<file path="config.mk">
export PLATFORM = sky130hd
export DESIGN_NAME = tsf_interp
export DESIGN_NICKNAME = d
export VERILOG_FILES = /design/src/tsf_pkg.sv /design/src/tsf_input_sync.sv /design/src/tsf_interp.sv
export SDC_FILE = /design/constraint.sdc
export NUM_CORES = 1
export LEC_CHECK = 0
export BUFFER_PORTS_ARGS = -buffer_cell sky130_fd_sc_hd__clkbuf_2
export CAP_MARGIN = 10
export CORE_ASPECT_RATIO = 1.75
export CORE_MARGIN = 5
export CORE_UTILIZATION = 50
export DETAILED_ROUTE_END_ITERATION = 10
export PLACE_DENSITY = 0.71
export SLEW_MARGIN = 30
export SYNTH_ARGS = -nofsm -noshare
export SYNTH_HDL_FRONTEND = slang
export SYNTH_HIERARCHICAL = 1
export SYNTH_SLANG_ARGS = --single-unit
</file>
<file path="constraint.sdc">
create_clock -name mclk -period 2.52 [get_ports mclk]
set_input_delay 0.63 -clock mclk [delete_from_list [all_inputs] [get_ports mclk]]
set_output_delay 0.63 -clock mclk [all_outputs]
set_load 0.01 [all_outputs]
</file>
<file path="src/tsf_pkg.sv">
// Shared constants and carrier types for the trim sequence flow-control interpreter.
// Assumes a single 40 MHz clock domain and a byte-wide program store read by address.
package tsf_pkg;

  // ************************************************************
  // Command codes
  // ************************************************************
  localparam logic [7:0] TSF_OP_WAIT_ON_INPUT        = 8'h00F0;
  localparam logic [7:0] TSF_OP_TEST_INPUT_AND_JUMP  = 8'h00F1;
  localparam logic [7:0] TSF_OP_JUMP                 = 8'h00F2;
  localparam logic [7:0] TSF_OP_BUILTIN_TRIM_ROUTINE = 8'h00F3;
  localparam logic [7:0] TSF_OP_PROGRAM_OPEN_MARKER  = 8'h0080;
  localparam logic [7:0] TSF_OP_PROGRAM_CLOSE_MARKER = 8'h0000;

  // ************************************************************
  // Sizes and reset values
  // ************************************************************
  localparam int          TSF_NUM_INPUTS = 20;
  localparam int          TSF_ADDR_W     = 7;
  localparam logic [6:0]  TSF_ADDR_MAX   = 7'h0040;
  localparam logic [6:0]  TSF_PC_RESET   = 7'h0000;
  localparam logic [7:0]  TSF_OP_RESET   = 8'h0000;
  localparam logic [4:0]  TSF_PORT_RESET = 5'h0000;

  // Input port numbering, in order of the machine's switches and sensors
  localparam logic [4:0] TSF_IN_BUTTON_A     = 5'h0000;
  localparam logic [4:0] TSF_IN_EXTERNAL     = 5'h0013;

  // ************************************************************
  // Types
  // ************************************************************
  typedef enum logic [7:0] {
    TSF_IDLE    = 8'b0000_0001,
    TSF_FETCH   = 8'b0000_0010,
    TSF_DECODE  = 8'b0000_0100,
    TSF_FIELD1  = 8'b0000_1000,
    TSF_FIELD2  = 8'b0001_0000,
    TSF_WAITIN  = 8'b0010_0000,
    TSF_TRIM    = 8'b0100_0000,
    TSF_EXEC    = 8'b1000_0000
  } tsf_state_e;

  // Program store read port
  typedef struct packed {
    logic [6:0] addr;
    logic       rd;
  } tsf_prog_req_s;

  // Built-in trim routine handshake
  typedef struct packed {
    logic start;
  } tsf_trim_req_s;

endpackage

</file>
<file path="src/tsf_input_sync.sv">
// Two-flop synchroniser for the machine's switch, pedal and sensor inputs.
// Assumes the inputs are asynchronous levels; output is safe for any logic on mclk.
`timescale 1ns/100ps
`default_nettype none

module tsf_input_sync #(
  parameter int WIDTH = 20
) (
  input  wire logic             mclk,
  input  wire logic             rst_n,
  input  wire logic [WIDTH-1:0] raw,
  output logic      [WIDTH-1:0] synced
);

  typedef struct packed {
    logic [WIDTH-1:0] meta;
    logic [WIDTH-1:0] stable;
  } tsf_sync_s;

  tsf_sync_s st_q;
  tsf_sync_s st_d;

  // First stage feeds only the second stage
  always_comb begin
    st_d        = st_q;
    st_d.meta   = raw;
    st_d.stable = st_q.meta;
  end

  always_ff @(posedge mclk or negedge rst_n) begin
    if (!rst_n) begin
      st_q <= '0;
    end else begin
      st_q <= st_d;
    end
  end

  assign synced = st_q.stable;

endmodule

`default_nettype wire

</file>
<file path="src/tsf_interp.sv">
// Flow-control interpreter for the thread trimming sequence program.
// Assumes a byte-wide program store with one-cycle read latency and an external
// built-in trim routine that answers start with a one-cycle done pulse.
`timescale 1ns/100ps
`default_nettype none

// What this block does
// - Wait-on-input F0: read port number, stall until that input is active.
// - Port numbers 0..19 select the twenty machine switches, pedals and sensors.
// - Test-and-jump F1: port number then address 0..64, test input without waiting.
// - Conditional jump taken only when the condition is false; else fall through.
// - Jump F2: load step pointer from its address field and resume there.
// - Program opens with 80 and closes with 00; close marker stops execution.
module tsf_interp #(
  parameter int NUM_INPUTS = tsf_pkg::TSF_NUM_INPUTS
) (
  input  wire logic                  mclk,
  input  wire logic                  rst_n,
  input  wire logic                  run_start,
  input  wire logic [7:0]            prog_data,
  input  wire logic [NUM_INPUTS-1:0] machine_inputs,
  input  wire logic                  trim_done,
  output tsf_pkg::tsf_prog_req_s     prog_req,
  output tsf_pkg::tsf_trim_req_s     trim_req,
  output logic                       running,
  output logic                       bad_program
);

  // ************************************************************
  // State
  // ************************************************************
  typedef struct packed {
    tsf_pkg::tsf_state_e state;
    logic [6:0]          pc;
    logic [7:0]          op;
    logic [4:0]          port;
    logic                rd;
    logic                trim;
    logic                bad;
    logic                opened;
  } tsf_core_s;

  tsf_core_s st_q;
  tsf_core_s st_d;

  logic [NUM_INPUTS-1:0] inputs_s;

  // Switches arrive from the machine unsynchronised
  tsf_input_sync #(
    .WIDTH (NUM_INPUTS)
  ) u_sync (
    .mclk   (mclk),
    .rst_n  (rst_n),
    .raw    (machine_inputs),
    .synced (inputs_s)
  );

  // Input selection by port number; out-of-range ports read as inactive
  function automatic logic port_level(input logic [4:0] num, input logic [NUM_INPUTS-1:0] v);
    logic r;
    r = 1'b0;
    if (num < 5'(NUM_INPUTS)) begin
      r = v[num];
    end
    return r;
  endfunction

  // Clamp-free address check, so a wild target stops rather than runs off
  function automatic logic addr_ok(input logic [7:0] a);
    return a <= {1'b0, tsf_pkg::TSF_ADDR_MAX};
  endfunction

  // ************************************************************
  // Next-state logic
  // ************************************************************
  always_comb begin
    st_d      = st_q;
    st_d.rd   = 1'b0;
    st_d.trim = 1'b0;
    case (st_q.state)
      tsf_pkg::TSF_IDLE: begin
        if (run_start) begin
          st_d.pc     = tsf_pkg::TSF_PC_RESET;
          st_d.bad    = 1'b0;
          st_d.opened = 1'b0;
          st_d.rd     = 1'b1;
          st_d.state  = tsf_pkg::TSF_FETCH;
        end
      end
      tsf_pkg::TSF_FETCH: begin
        // Data is valid one cycle after the read strobe
        st_d.state = tsf_pkg::TSF_DECODE;
      end
      tsf_pkg::TSF_DECODE: begin
        st_d.op = prog_data;
        st_d.pc = st_q.pc + 7'h0001;
        if (!st_q.opened) begin
          if (prog_data == tsf_pkg::TSF_OP_PROGRAM_OPEN_MARKER) begin
            st_d.opened = 1'b1;
            st_d.rd     = 1'b1;
            st_d.state  = tsf_pkg::TSF_FETCH;
          end else begin
            st_d.bad   = 1'b1;
            st_d.state = tsf_pkg::TSF_IDLE;
          end
        end else begin
          case (prog_data)
            tsf_pkg::TSF_OP_PROGRAM_CLOSE_MARKER: begin
              st_d.state = tsf_pkg::TSF_IDLE;
            end
            tsf_pkg::TSF_OP_WAIT_ON_INPUT,
            tsf_pkg::TSF_OP_TEST_INPUT_AND_JUMP,
            tsf_pkg::TSF_OP_JUMP: begin
              st_d.rd    = 1'b1;
              st_d.state = tsf_pkg::TSF_FIELD1;
            end
            tsf_pkg::TSF_OP_BUILTIN_TRIM_ROUTINE: begin
              st_d.trim  = 1'b1;
              st_d.state = tsf_pkg::TSF_TRIM;
            end
            default: begin
              // Commands outside this block (speed, solenoids, timers) are skipped
              st_d.rd    = 1'b1;
              st_d.state = tsf_pkg::TSF_FETCH;
            end
          endcase
        end
      end
      tsf_pkg::TSF_FIELD1: begin
        st_d.state = tsf_pkg::TSF_EXEC;
      end
      tsf_pkg::TSF_EXEC: begin
        // First data field now on prog_data
        st_d.pc = st_q.pc + 7'h0001;
        case (st_q.op)
          tsf_pkg::TSF_OP_WAIT_ON_INPUT: begin
            st_d.port  = prog_data[4:0];
            st_d.state = tsf_pkg::TSF_WAITIN;
          end
          tsf_pkg::TSF_OP_TEST_INPUT_AND_JUMP: begin
            st_d.port  = prog_data[4:0];
            st_d.rd    = 1'b1;
            st_d.state = tsf_pkg::TSF_FIELD2;
          end
          default: begin
            if (addr_ok(prog_data)) begin
              st_d.pc    = prog_data[6:0];
              st_d.rd    = 1'b1;
              st_d.state = tsf_pkg::TSF_FETCH;
            end else begin
              st_d.bad   = 1'b1;
              st_d.state = tsf_pkg::TSF_IDLE;
            end
          end
        endcase
      end
      tsf_pkg::TSF_FIELD2: begin
        // Address byte is read one cycle after the strobe; op flips to mark it done
        if (st_q.op == tsf_pkg::TSF_OP_TEST_INPUT_AND_JUMP) begin
          st_d.op = tsf_pkg::TSF_OP_RESET;
        end else begin
          st_d.pc = st_q.pc + 7'h0001;
          st_d.rd = 1'b1;
          if (!port_level(st_q.port, inputs_s)) begin
            if (addr_ok(prog_data)) begin
              st_d.pc = prog_data[6:0];
            end else begin
              st_d.bad   = 1'b1;
              st_d.rd    = 1'b0;
            end
          end
          st_d.state = st_d.bad ? tsf_pkg::TSF_IDLE : tsf_pkg::TSF_FETCH;
        end
      end
      tsf_pkg::TSF_WAITIN: begin
        if (port_level(st_q.port, inputs_s)) begin
          st_d.rd    = 1'b1;
          st_d.state = tsf_pkg::TSF_FETCH;
        end
      end
      tsf_pkg::TSF_TRIM: begin
        if (trim_done) begin
          st_d.rd    = 1'b1;
          st_d.state = tsf_pkg::TSF_FETCH;
        end
      end
      default: begin
        st_d.state = tsf_pkg::TSF_IDLE;
      end
    endcase
  end

  // ************************************************************
  // State register
  // ************************************************************
  always_ff @(posedge mclk or negedge rst_n) begin
    if (!rst_n) begin
      st_q.state  <= tsf_pkg::TSF_IDLE;
      st_q.pc     <= tsf_pkg::TSF_PC_RESET;
      st_q.op     <= tsf_pkg::TSF_OP_RESET;
      st_q.port   <= tsf_pkg::TSF_PORT_RESET;
      st_q.rd     <= 1'b0;
      st_q.trim   <= 1'b0;
      st_q.bad    <= 1'b0;
      st_q.opened <= 1'b0;
    end else begin
      st_q <= st_d;
    end
  end

  // Read strobe and address come straight from flops
  assign prog_req.addr  = st_q.pc;
  assign prog_req.rd    = st_q.rd;
  assign trim_req.start = st_q.trim;
  assign running        = (st_q.state != tsf_pkg::TSF_IDLE);
  assign bad_program    = st_q.bad;

endmodule

`default_nettype wire

</file>
==> impl_metrics.json, run 1 <==
{
  "global_route.usage.met1_pct": 19.3,
  "worstPathCellList": "nor4_4, and4b_1, inv_1, clkbuf_2",
  "clk_pin_slew_ns": 0.08,
  "grt_antenna_before_repair": 0,
  "critPathTopFamily": "simple AND/OR/NAND/NOR gates",
  "synth_top_cell_area_share_pct": 56.5,
  "core-area_um2": 6180,
  "setup_ws_ns": 0.137,
  "clock_tree.htree_level_count": 3,
  "cp-endpoint": "running",
  "antenna_cells": 0,
  "wl_per_cell_um": 17.4,
  "die_w_um": 69.9,
  "synth_edf_count": 0,
  "cts_tree": "done",
  "boundaryPins": 43,
  "finalHoldViolations": 0,
  "final_antenna_net_count": 0,
  "cts-root-to-sink-buffers": 2,
  "cp_max_fo": 5,
  "startpoint_class": "register",
  "number_of_register_bits_inferred_by_synthesis": 72,
  "outcome": "finished, final reports clean",
  "critical_path.endpoint_type": "output port",
  "buffer_ports.inserted": 42,
  "synth.yosys.warnings": 6,
  "fp.dieArea_um2": 8030,
  "area_growth_syn_to_layout_pct": 19.8,
  "grt_use_met2_pct": 35.1,
  "cp_num_cells": 4,
  "post_synth_main_area_contributors": "sky130_fd_sc_hd__dfrtp_1 (57%), sky130_fd_sc_hd__nand2_1 (3.1%), sky130_fd_sc_hd__mux2_2 (2.5%), sky130_fd_sc_hd__nor2_1 (2.5%), sky130_fd_sc_hd__mux2i_1 (1.9%)",
  "top_usage_layer": "met2",
  "drv_slew": 0,
  "number_of_buffers_added_by_the_clock_tree_synthesis_step": 9,
  "rr_startpoint": "st_q[30]$_DFFE_PN0P_",
  "via_per_inst": 5.68,
  "seq_area_frac_synth_pct": 57.4,
  "static-leakage-power_nw": 1.76,
  "clock_insertion_delay_worst_skew_ns": 0.34,
  "relSlewSlack_pct": 56.3,
  "grt_first_pass_wirelength_um": 12100,
  "fmax_mhz": 420,
  "finalCritPeriodShare_pct": 94.6,
  "layout-drive-gt1-share_pct": 30.1,
  "timing.final.setup_violations": 0,
  "required_ns": 1.89,
  "grt_start_max_net_pins": 54,
  "detailedPlacementHpwl_um": 5570,
  "met3_usage_pct": 4.64,
  "cts_sinks": 72,
  "cp-startpoint": "st_q[30]$_DFFE_PN0P_",
  "start_util_pct": 50.9,
  "synth_flop_cell": "sky130_fd_sc_hd__dfrtp_1",
  "detail_route.iter0.violations": 87,
  "cts.repair.resized": 0,
  "placement_rows": 38,
  "final_core_occ_pct": 60.9,
  "routed_wl_um": 7220,
  "mappedNetlistArea_um2": 3140,
  "grt_pass1_vias": 2558,
  "synth_top_area_cell": "sky130_fd_sc_hd__dfrtp_1",
  "min_path_type": "input port to asynchronous set/reset pin",
  "crit-reg2reg-capture": "prog_req[1]$_DFFE_PN0P_",
  "design.final.nets": 364,
  "worstRegToRegCells": 7,
  "post_synth_num_cell_types": 59,
  "async_reset_ff_share_pct": 100,
  "finalWeightedCongestion": 1.03,
  "crit_path_max_incr_delay_ns": 0.45,
  "grt_overflow": 0,
  "track_usage_pct": 19.8,
  "drt-pass1-iter-count": 4,
  "ratio_of_total_power_to_cell_area_nw_per_um2": 780,
  "setup.reg_to_reg.worst_slack_ns": 0.14,
  "postSynthNetCount": 298,
  "vias": 2363,
  "postSynthAreaPerCell_um2": 11.9,
  "worst_clock_skew_ns": 0.0124,
  "path_class": "register to output port",
  "post-route-drc-count": 0,
  "cp_data_arrival_time_ns": 1.75,
  "pre_cts_ws_ns": -0.119,
  "clock_tree.root_cell": "sky130_fd_sc_hd__clkbuf_8",
  "die_h_um": 115,
  "ir_drop_uv": 664,
  "grt_setup_unrepaired": "false",
  "critPathSlowestCell": "sky130_fd_sc_hd__dfrtp_1",
  "layout_min_cycle_time_ns": 2.38,
  "max_slew.worst_pin.slew_ns": 0.651,
  "post_synthesis_instance_total": 265,
  "max-cap-violations": 0,
  "critical_path_buf_inv_count": 2
}
==> metal layers <==
layer  part of all wire (%)  vias up
met5                      0        -
met3                    4.5       41
met4                    7.8        0
li1                       -     1093
met2                     54       94
met1                     33     1135
==> how the worst min path moves through the flow <==
stage,startpoint,to,slack (ns)
after floorplan,rst_n,bad_program$_DFFE_PN0P_,0.33
after global placement,u_sync/st_d[5]$_DFF_PN0_,u_sync/synced[5]$_DFF_PN0_,0.33
after detailed placement,u_sync/st_d[0]$_DFF_PN0_,u_sync/synced[0]$_DFF_PN0_,0.33
after CTS,rst_n,st_q[9]$_DFFE_PN0P_,0.25
after global routing,rst_n,st_q[31]$_DFFE_PN0P_,0.28
final,rst_n,st_q[31]$_DFFE_PN0P_,0.25
==> kinds of logic (layout without fill, tap and decap cells) <==
family	count (synthesis)	in the layout	share of synthesized area, %
adder cells (fa/ha/maj)	1	1	0.398
multiplexers	15	15	5.85
XOR/XNOR	7	7	1.95
flip-flops	72	72	57.4
buffers and inverters	18	89	3.18
AND/OR/NAND/NOR	94	94	16.5
AO/OA/AOI/OAI	58	58	14.8
==> report_power, final <==
part	switching (mW)	internal, mW	total, mW	leakage [nW]
registers	0.0920	1.30	1.39	0.893
clock network	0.412	0.462	0.875	0.0872
logic	0.372	0.302	0.674	0.781
total	0.877	2.06	2.94	1.76
==> sequential cells by signal, summed over array words and instances (netlist names) <==
signal	count
prog_req	8
u_sync/st_d	20
u_sync/synced	20
st_q	22
bad_program	1
trim_req	1
==> cells in the final DEF (no fill, tap or decap), drive strengths merged, types with 3 or more instances in the layout <==
cell type  instances
dfrtp             71
clkbuf            53
nand2             26
buf               26
nor2              21
a21oi             11
nand3              9
o21ai              8
mux2               7
inv                7
a22o               7
nor3b              6
mux2i              6
and2               5
a211o              5
and4b              4
xnor2              4
o31ai              4
nand4b             3
nand2b             3
xor2               3
o211ai             3
==> worst reg2reg max path, cell delays in order (launching register included) <==
cell,delay (ns)
sky130_fd_sc_hd__dfrtp_1,0.45
sky130_fd_sc_hd__nor4_4,0.41
sky130_fd_sc_hd__buf_4,0.19
sky130_fd_sc_hd__nand4b_1,0.26
sky130_fd_sc_hd__nand3_1,0.19
sky130_fd_sc_hd__o21ai_1,0.23
sky130_fd_sc_hd__mux2_2,0.35
sky130_fd_sc_hd__a22o_1,0.20
==> layout make-up <==
cell class,count,area [µm²]
fillers,548,2420
flip-flops and latches,72,1800
multi-input cells,175,1240
repair buffers,67,410
clock buffers,12,135
well taps,80,100
clock inverters,4,53.8
inverters,6,22.5
==> cells in the mapped netlist, types with 2 or more instances <==
master,instances
sky130_fd_sc_hd__a221oi_1,2
sky130_fd_sc_hd__o21ai_0,6
sky130_fd_sc_hd__mux2_2,7
sky130_fd_sc_hd__mux4_2,2
sky130_fd_sc_hd__dfrtp_1,71
sky130_fd_sc_hd__a211o_1,5
sky130_fd_sc_hd__xnor2_1,4
sky130_fd_sc_hd__o31ai_1,3
sky130_fd_sc_hd__xor2_1,3
sky130_fd_sc_hd__nand3b_1,2
sky130_fd_sc_hd__and2_1,5
sky130_fd_sc_hd__clkbuf_1,2
sky130_fd_sc_hd__inv_1,6
sky130_fd_sc_hd__and4b_1,4
sky130_fd_sc_hd__nand4_1,2
sky130_fd_sc_hd__nand4b_1,3
sky130_fd_sc_hd__a22o_1,6
sky130_fd_sc_hd__nor3_1,2
sky130_fd_sc_hd__nand2b_1,3
sky130_fd_sc_hd__a21oi_1,11
sky130_fd_sc_hd__o22ai_1,2
sky130_fd_sc_hd__o211ai_1,3
sky130_fd_sc_hd__nand2_1,26
sky130_fd_sc_hd__a21boi_0,2
sky130_fd_sc_hd__nor3b_1,6
sky130_fd_sc_hd__nor2_1,21
sky130_fd_sc_hd__buf_4,8
sky130_fd_sc_hd__nor2b_1,2
sky130_fd_sc_hd__o21bai_1,2
sky130_fd_sc_hd__nand3_1,9
sky130_fd_sc_hd__buf_2,2
sky130_fd_sc_hd__mux2i_1,6
==> metrics by stage <==
step           power [mW]  TNS (ns)  std cells  cell area, µm²  hold slack [ns]
2_1_floorplan        1.81         0        265            3140            0.331
3_3_place_gp         2.03    -0.446        397            3550            0.332
3_5_place_dp         2.05    -0.563        397            3550            0.335
4_1_cts              2.93         0        413            3740            0.253
5_1_grt              3.11         0        416            3760            0.279
6_report             2.94         0        416            3760            0.246
==> what timing repair did <==
action | 4_1_cts | 5_1_grt
endpoints found under the setup margin | 0 | 1
hold endpoints to repair | 0 | 0
hold buffers | 0 | 0
setup buffers | 0 | 3
Power figures use the tool's default switching activity.
==> inputs of run 2 (changes only) <==
Settings changed: CELL_PAD_IN_SITES_DETAIL_PLACEMENT from default to 0, CELL_PAD_IN_SITES_GLOBAL_PLACEMENT from default to 2, CORE_ASPECT_RATIO 1.75 to default, CORE_UTILIZATION 50 to 38, PLACE_DENSITY 0.71 to default, PLACE_DENSITY_LB_ADDON from default to 0.1, SKIP_LAST_GASP from default to 1.
==> run 2 against run 1 <==
Effect of this change: first-iteration DRC count is 17% higher; largest power group unchanged; critical endpoint is now st_q[24]$_DFFE_PN1P_; wire length is 0.90% higher; clock power is 29% higher.
==> impl_metrics.json, run 2 (synthesis gave the netlist of run 1 again) <==
{
  "cts.repair_timing.setup_buffer_count": 0,
  "clock_tree.root_cell": "sky130_fd_sc_hd__clkbuf_8",
  "start_util_pct": 38.6,
  "fp.dieArea_um2": 10200,
  "layout-drive-gt1-share_pct": 30.7,
  "cts.repair.resized": 0,
  "critical_path.endpoint_type": "register",
  "grt_first_pass_wirelength_um": 11600,
  "boundaryPins": 43,
  "detail_route.iter0.violations": 102,
  "design.final.nets": 363,
  "cts-root-to-sink-buffers": 2,
  "cp_data_arrival_time_ns": 2.56,
  "static-leakage-power_nw": 1.79,
  "largest_register": "st_q",
  "buffer_ports.inserted": 42,
  "outcome": "finished, final reports clean",
  "vias": 2242,
  "fin_tns_setup_ns": 0,
  "placement.cell_area_um2": 3600,
  "largest_register_ff_count": 22,
  "core-area_um2": 8130,
  "grt_pass1_vias": 2234,
  "startpoint_class": "register",
  "track_usage_pct": 15.3,
  "ratio_of_total_power_to_cell_area_nw_per_um2": 818,
  "drt-pass1-iter-count": 4,
  "finalCritPeriodShare_pct": 90.7,
  "drv_slew": 0,
  "wl_per_cell_um": 16.6,
  "placement_rows": 33,
  "die_h_um": 101,
  "max-cap-violations": 0,
  "finalWeightedCongestion": 0.826,
  "final_antenna_net_count": 0,
  "cts_sinks": 72,
  "detailedPlacementHpwl_um": 5560,
  "multiInputGateArea_um2": 1240,
  "grt_start_max_net_pins": 42,
  "finalHoldViolations": 0,
  "clk_pin_slew_ns": 0.09,
  "required_ns": 2.79,
  "grt_antenna_before_repair": 0,
  "routed_wl_um": 7290,
  "crit-reg2reg-capture": "st_q[24]$_DFFE_PN1P_",
  "layout.cells.most_common_list": "sky130_fd_sc_hd__dfrtp_1 (71), sky130_fd_sc_hd__clkbuf_2 (41), sky130_fd_sc_hd__nand2_1 (26), sky130_fd_sc_hd__buf_4 (22), sky130_fd_sc_hd__nor2_1 (21)",
  "via_per_inst": 5.10,
  "setup.reg_to_reg.worst_slack_ns": 0.23,
  "min_path_type": "input port to asynchronous set/reset pin",
  "grt_overflow": 0,
  "layout_min_cycle_time_ns": 2.29,
  "worstRegToRegCells": 6,
  "relSlewSlack_pct": 54.6,
  "path_class": "register to register",
  "antenna_cells": 0,
  "die_w_um": 101,
  "layout_commonest_cell": "sky130_fd_sc_hd__dfrtp_1",
  "timing.final.setup_violations": 0,
  "post-route-drc-count": 0,
  "clock_insertion_delay_worst_skew_ns": 0.34,
  "clock_tree.htree_level_count": 3,
  "final_core_occ_pct": 47.5,
  "final_power_mw": 3.16,
  "cp_max_fo": 6,
  "worst_clock_skew_ns": 0.0121,
  "fmax_mhz": 437,
  "postLayoutCellArea_um2": 3860,
  "max_slew.worst_pin.slew_ns": 0.677,
  "number_of_buffers_added_by_the_clock_tree_synthesis_step": 9,
  "regArea_um2": 1800,
  "post_cts_hold_buffer_count": 0,
  "fill_cells": 764,
  "cts_tree": "done",
  "area_growth_syn_to_layout_pct": 23.0,
  "ir_drop_uv": 435,
  "rr_startpoint": "st_q[4]$_DFFE_PN0P_",
  "grt_setup_unrepaired": "false"
}
-- run 2: worst max-delay path, stage by stage, from the launching register on --
cell and delay, ns:
sky130_fd_sc_hd__dfrtp_1 0.53, sky130_fd_sc_hd__mux4_2 0.55, sky130_fd_sc_hd__nor2_1 0.17, sky130_fd_sc_hd__o41ai_2 0.15, sky130_fd_sc_hd__nor2_1 0.40, sky130_fd_sc_hd__a21oi_1 0.17
sky130_fd_sc_hd__o22a_1 0.24
-- run 2: metal layers --
layer  GRT usage, %  up-vias  share of wire (%)
met3           3.46        9                4.1
met2           25.6       49                 49
met5              0        -                  0
li1               -     1087                  -
met4           4.70        0                1.3
met1           19.7     1097                 46
-- run 2: final cells by class --
class | count | area share [%]
flip-flops and latches | 72 | 46.6
repair buffers | 66 | 10.7
clock buffers | 10 | 3.56
multi-input cells | 175 | 32.1
inverters | 6 | 0.583
clock inverters | 6 | 2.98
well taps | 105 | 3.40
-- run 2: stage by stage --
stage	std cells	hold slack [ns]	worst slack, ns
floorplan	265	0.331	0.0827
global placement	423	0.331	-0.0933
detailed placement	423	0.335	-0.126
CTS	439	0.221	0.0711
global route	440	0.237	0.116
finish	440	0.222	0.234
-- run 2: how the worst max path moves through the flow --
stage / endpoint / cells past startpoint / from
after floorplan: prog_req[6]$_DFFE_PN0P_ / 6 / prog_data[0]
after global placement: prog_req[6]$_DFFE_PN0P_ / 7 / prog_data[0]
after detailed placement: prog_req[6]$_DFFE_PN0P_ / 7 / prog_data[0]
after CTS: running / 4 / st_q[25]$_DFFE_PN0P_
after global routing: st_q[24]$_DFFE_PN1P_ / 6 / st_q[4]$_DFFE_PN0P_
final: st_q[24]$_DFFE_PN1P_ / 6 / st_q[4]$_DFFE_PN0P_
-- run 2: report_power, final --
part           internal [mW]  switching, mW  leakage, nW
clock                  0.690          0.438        0.123
combinational          0.280          0.365        0.778
sequential              1.30         0.0921        0.893
total                   2.27          0.895         1.79
==> inputs of run 3 (changes only) <==
Settings changed: CELL_PAD_IN_SITES_GLOBAL_PLACEMENT 2 to 1, CORE_UTILIZATION 38 to 45.
==> run 3 against run 2 <==
Effect of this change: maximum frequency increased by 0.25%; via count increased by 1.5%; clock power about the same; sequential power about the same; critical path depth decreased by 2; global-route usage increased by 2.5 points; register-to-register slack improved by 0.02 ns; first-iteration DRC count decreased by 20%; largest cell class unchanged.
==> impl_metrics.json, run 3 (synthesis gave the netlist of run 1 again) <==
{
  "layout_min_cycle_time_ns": 2.28,
  "antenna_cells": 0,
  "largest_register_ff_count": 22,
  "clk_pin_slew_ns": 0.08,
  "area_growth_syn_to_layout_pct": 22.6,
  "clock_insertion_delay_worst_skew_ns": 0.35,
  "number_of_buffers_added_by_the_clock_tree_synthesis_step": 9,
  "placed_cells_incl_taps": 413,
  "clock_tree.htree_level_count": 3,
  "ir_drop_uv": 551,
  "largest_register": "st_q",
  "path_class": "register to output port",
  "buffer_ports.inserted": 42,
  "final_power_mw": 3.19,
  "clock_tree.root_cell": "sky130_fd_sc_hd__clkbuf_8",
  "required_ns": 1.89,
  "grt_first_pass_wirelength_um": 11700,
  "ratio_of_total_power_to_cell_area_nw_per_um2": 827,
  "startpoint_class": "register",
  "max-cap-violations": 0,
  "cp_max_fo": 5,
  "critPathTopFamily": "simple AND/OR/NAND/NOR gates",
  "critical_path_buf_inv_count": 2,
  "fin_cells": 431,
  "worstPathCellList": "nor4_4, and4b_1, inv_1, clkbuf_2",
  "fill_cells": 594,
  "cts.repair.resized": 0,
  "detailedPlacementHpwl_um": 5200,
  "grt_overflow": 0,
  "die_h_um": 93.6,
  "layout_commonest_cell": "sky130_fd_sc_hd__dfrtp_1",
  "placement.cell_area_um2": 3590,
  "timing.final.setup_violations": 0,
  "grt_setup_unrepaired": "false",
  "critical_path.endpoint_type": "output port",
  "static-leakage-power_nw": 1.79,
  "post_cts_hold_buffer_count": 0,
  "placement_rows": 30,
  "cts_tree": "done",
  "postLayoutCellArea_um2": 3850,
  "boundaryPins": 43,
  "routed_wl_um": 7050,
  "cp_data_arrival_time_ns": 1.65,
  "relSlewSlack_pct": 66.4,
  "track_usage_pct": 17.8,
  "critPathSlowestCell": "sky130_fd_sc_hd__dfrtp_1",
  "via_per_inst": 5.28,
  "cts-root-to-sink-buffers": 2,
  "fmax_mhz": 438,
  "worst_clock_skew_ns": 0.0104,
  "drv_slew": 0,
  "layout.cells.most_common_list": "sky130_fd_sc_hd__dfrtp_1 (71), sky130_fd_sc_hd__clkbuf_2 (41), sky130_fd_sc_hd__nand2_1 (26), sky130_fd_sc_hd__buf_4 (22), sky130_fd_sc_hd__nor2_1 (21)",
  "grt_pass1_vias": 2297,
  "die_w_um": 93.6,
  "min_path_type": "input port to asynchronous set/reset pin",
  "layout-drive-gt1-share_pct": 30.7,
  "cts.repair_timing.setup_buffer_count": 0,
  "fin_tns_setup_ns": 0,
  "finalHoldViolations": 0,
  "finalWeightedCongestion": 0.924,
  "vias": 2276,
  "crit_path_max_incr_delay_ns": 0.46,
  "design.final.nets": 363,
  "outcome": "finished, final reports clean",
  "final_antenna_net_count": 0,
  "wl_per_cell_um": 16.4,
  "grt_start_max_net_pins": 73,
  "drt-pass1-iter-count": 5,
  "final_core_occ_pct": 56.7,
  "grt_antenna_before_repair": 0,
  "start_util_pct": 46.3,
  "cts_sinks": 72,
  "fp.dieArea_um2": 8760,
  "core-area_um2": 6790,
  "detail_route.iter0.violations": 82,
  "finalCritPeriodShare_pct": 90.5,
  "post-route-drc-count": 0,
  "max_slew.worst_pin.slew_ns": 0.499
}
-- run 3: final cells by class --
| type | instances | area [µm²] | area share [%] |
|---|---|---|---|
| flip-flops and latches | 72 | 1800 | 46.8 |
| multi-input cells | 175 | 1240 | 32.2 |
| repair buffers | 66 | 415 | 10.8 |
| clock buffers | 10 | 138 | 3.57 |
| well taps | 96 | 120 | 3.12 |
| clock inverters | 6 | 115 | 2.99 |
| inverters | 6 | 22.5 | 0.584 |
-- run 3: worst reg2reg max path: cells and delay by family, from the launching register on --
| kind | cells | cell delay, ns |
|---|---|---|
| and+or+nand+nor | 3 | 0.87 |
| AOI/OAI and AO/OA | 3 | 0.52 |
| DFF | 1 | 0.46 |
| buffers and inverters | 2 | 0.35 |
-- run 3: worst paths after layout --
path                                           from                          end  slack (ns)  depth (start not counted)
setup / recovery               st_q[30]$_DFFE_PN0P_                      running        0.24                          4
hold / removal                                rst_n         st_q[29]$_DFFE_PN0P_        0.29                          2
hold reg to reg            u_sync/st_d[3]$_DFF_PN0_   u_sync/synced[3]$_DFF_PN0_        0.34                          0
min in group mclk          u_sync/st_d[3]$_DFF_PN0_   u_sync/synced[3]$_DFF_PN0_        0.34                          0
max in group asynchronous                     rst_n  u_sync/synced[15]$_DFF_PN0_        1.93                          2
setup reg to reg               st_q[30]$_DFFE_PN0P_      prog_req[7]$_DFFE_PN0P_        0.25                          8
-- run 3: metal layers --
layer  wire length, µm  part of all wire, %  GRT usage, %
met5                 0                    0             0
met2              3610                   51          29.3
met3               356                  5.1          5.55
met1              3010                   43          22.7
met4                67                 0.95          4.93
-- run 3: power breakdown --
| part | leakage (nW) | switching (mW) | internal (mW) |
|---|---|---|---|
| clock network | 0.123 | 0.445 | 0.690 |
| logic | 0.778 | 0.360 | 0.300 |
| registers | 0.893 | 0.0955 | 1.30 |
| total | 1.79 | 0.901 | 2.29 |
-- run 3: through the flow --
| stage | setup slack [ns] | hold WS (ns) |
|---|---|---|
| floorplan | 0.0827 | 0.331 |
| detailed placement | -0.0853 | 0.335 |
| finish | 0.239 | 0.285 |
| global route | 0.0498 | 0.308 |
| CTS | 0.0508 | 0.300 |
| global placement | -0.0817 | 0.332 |
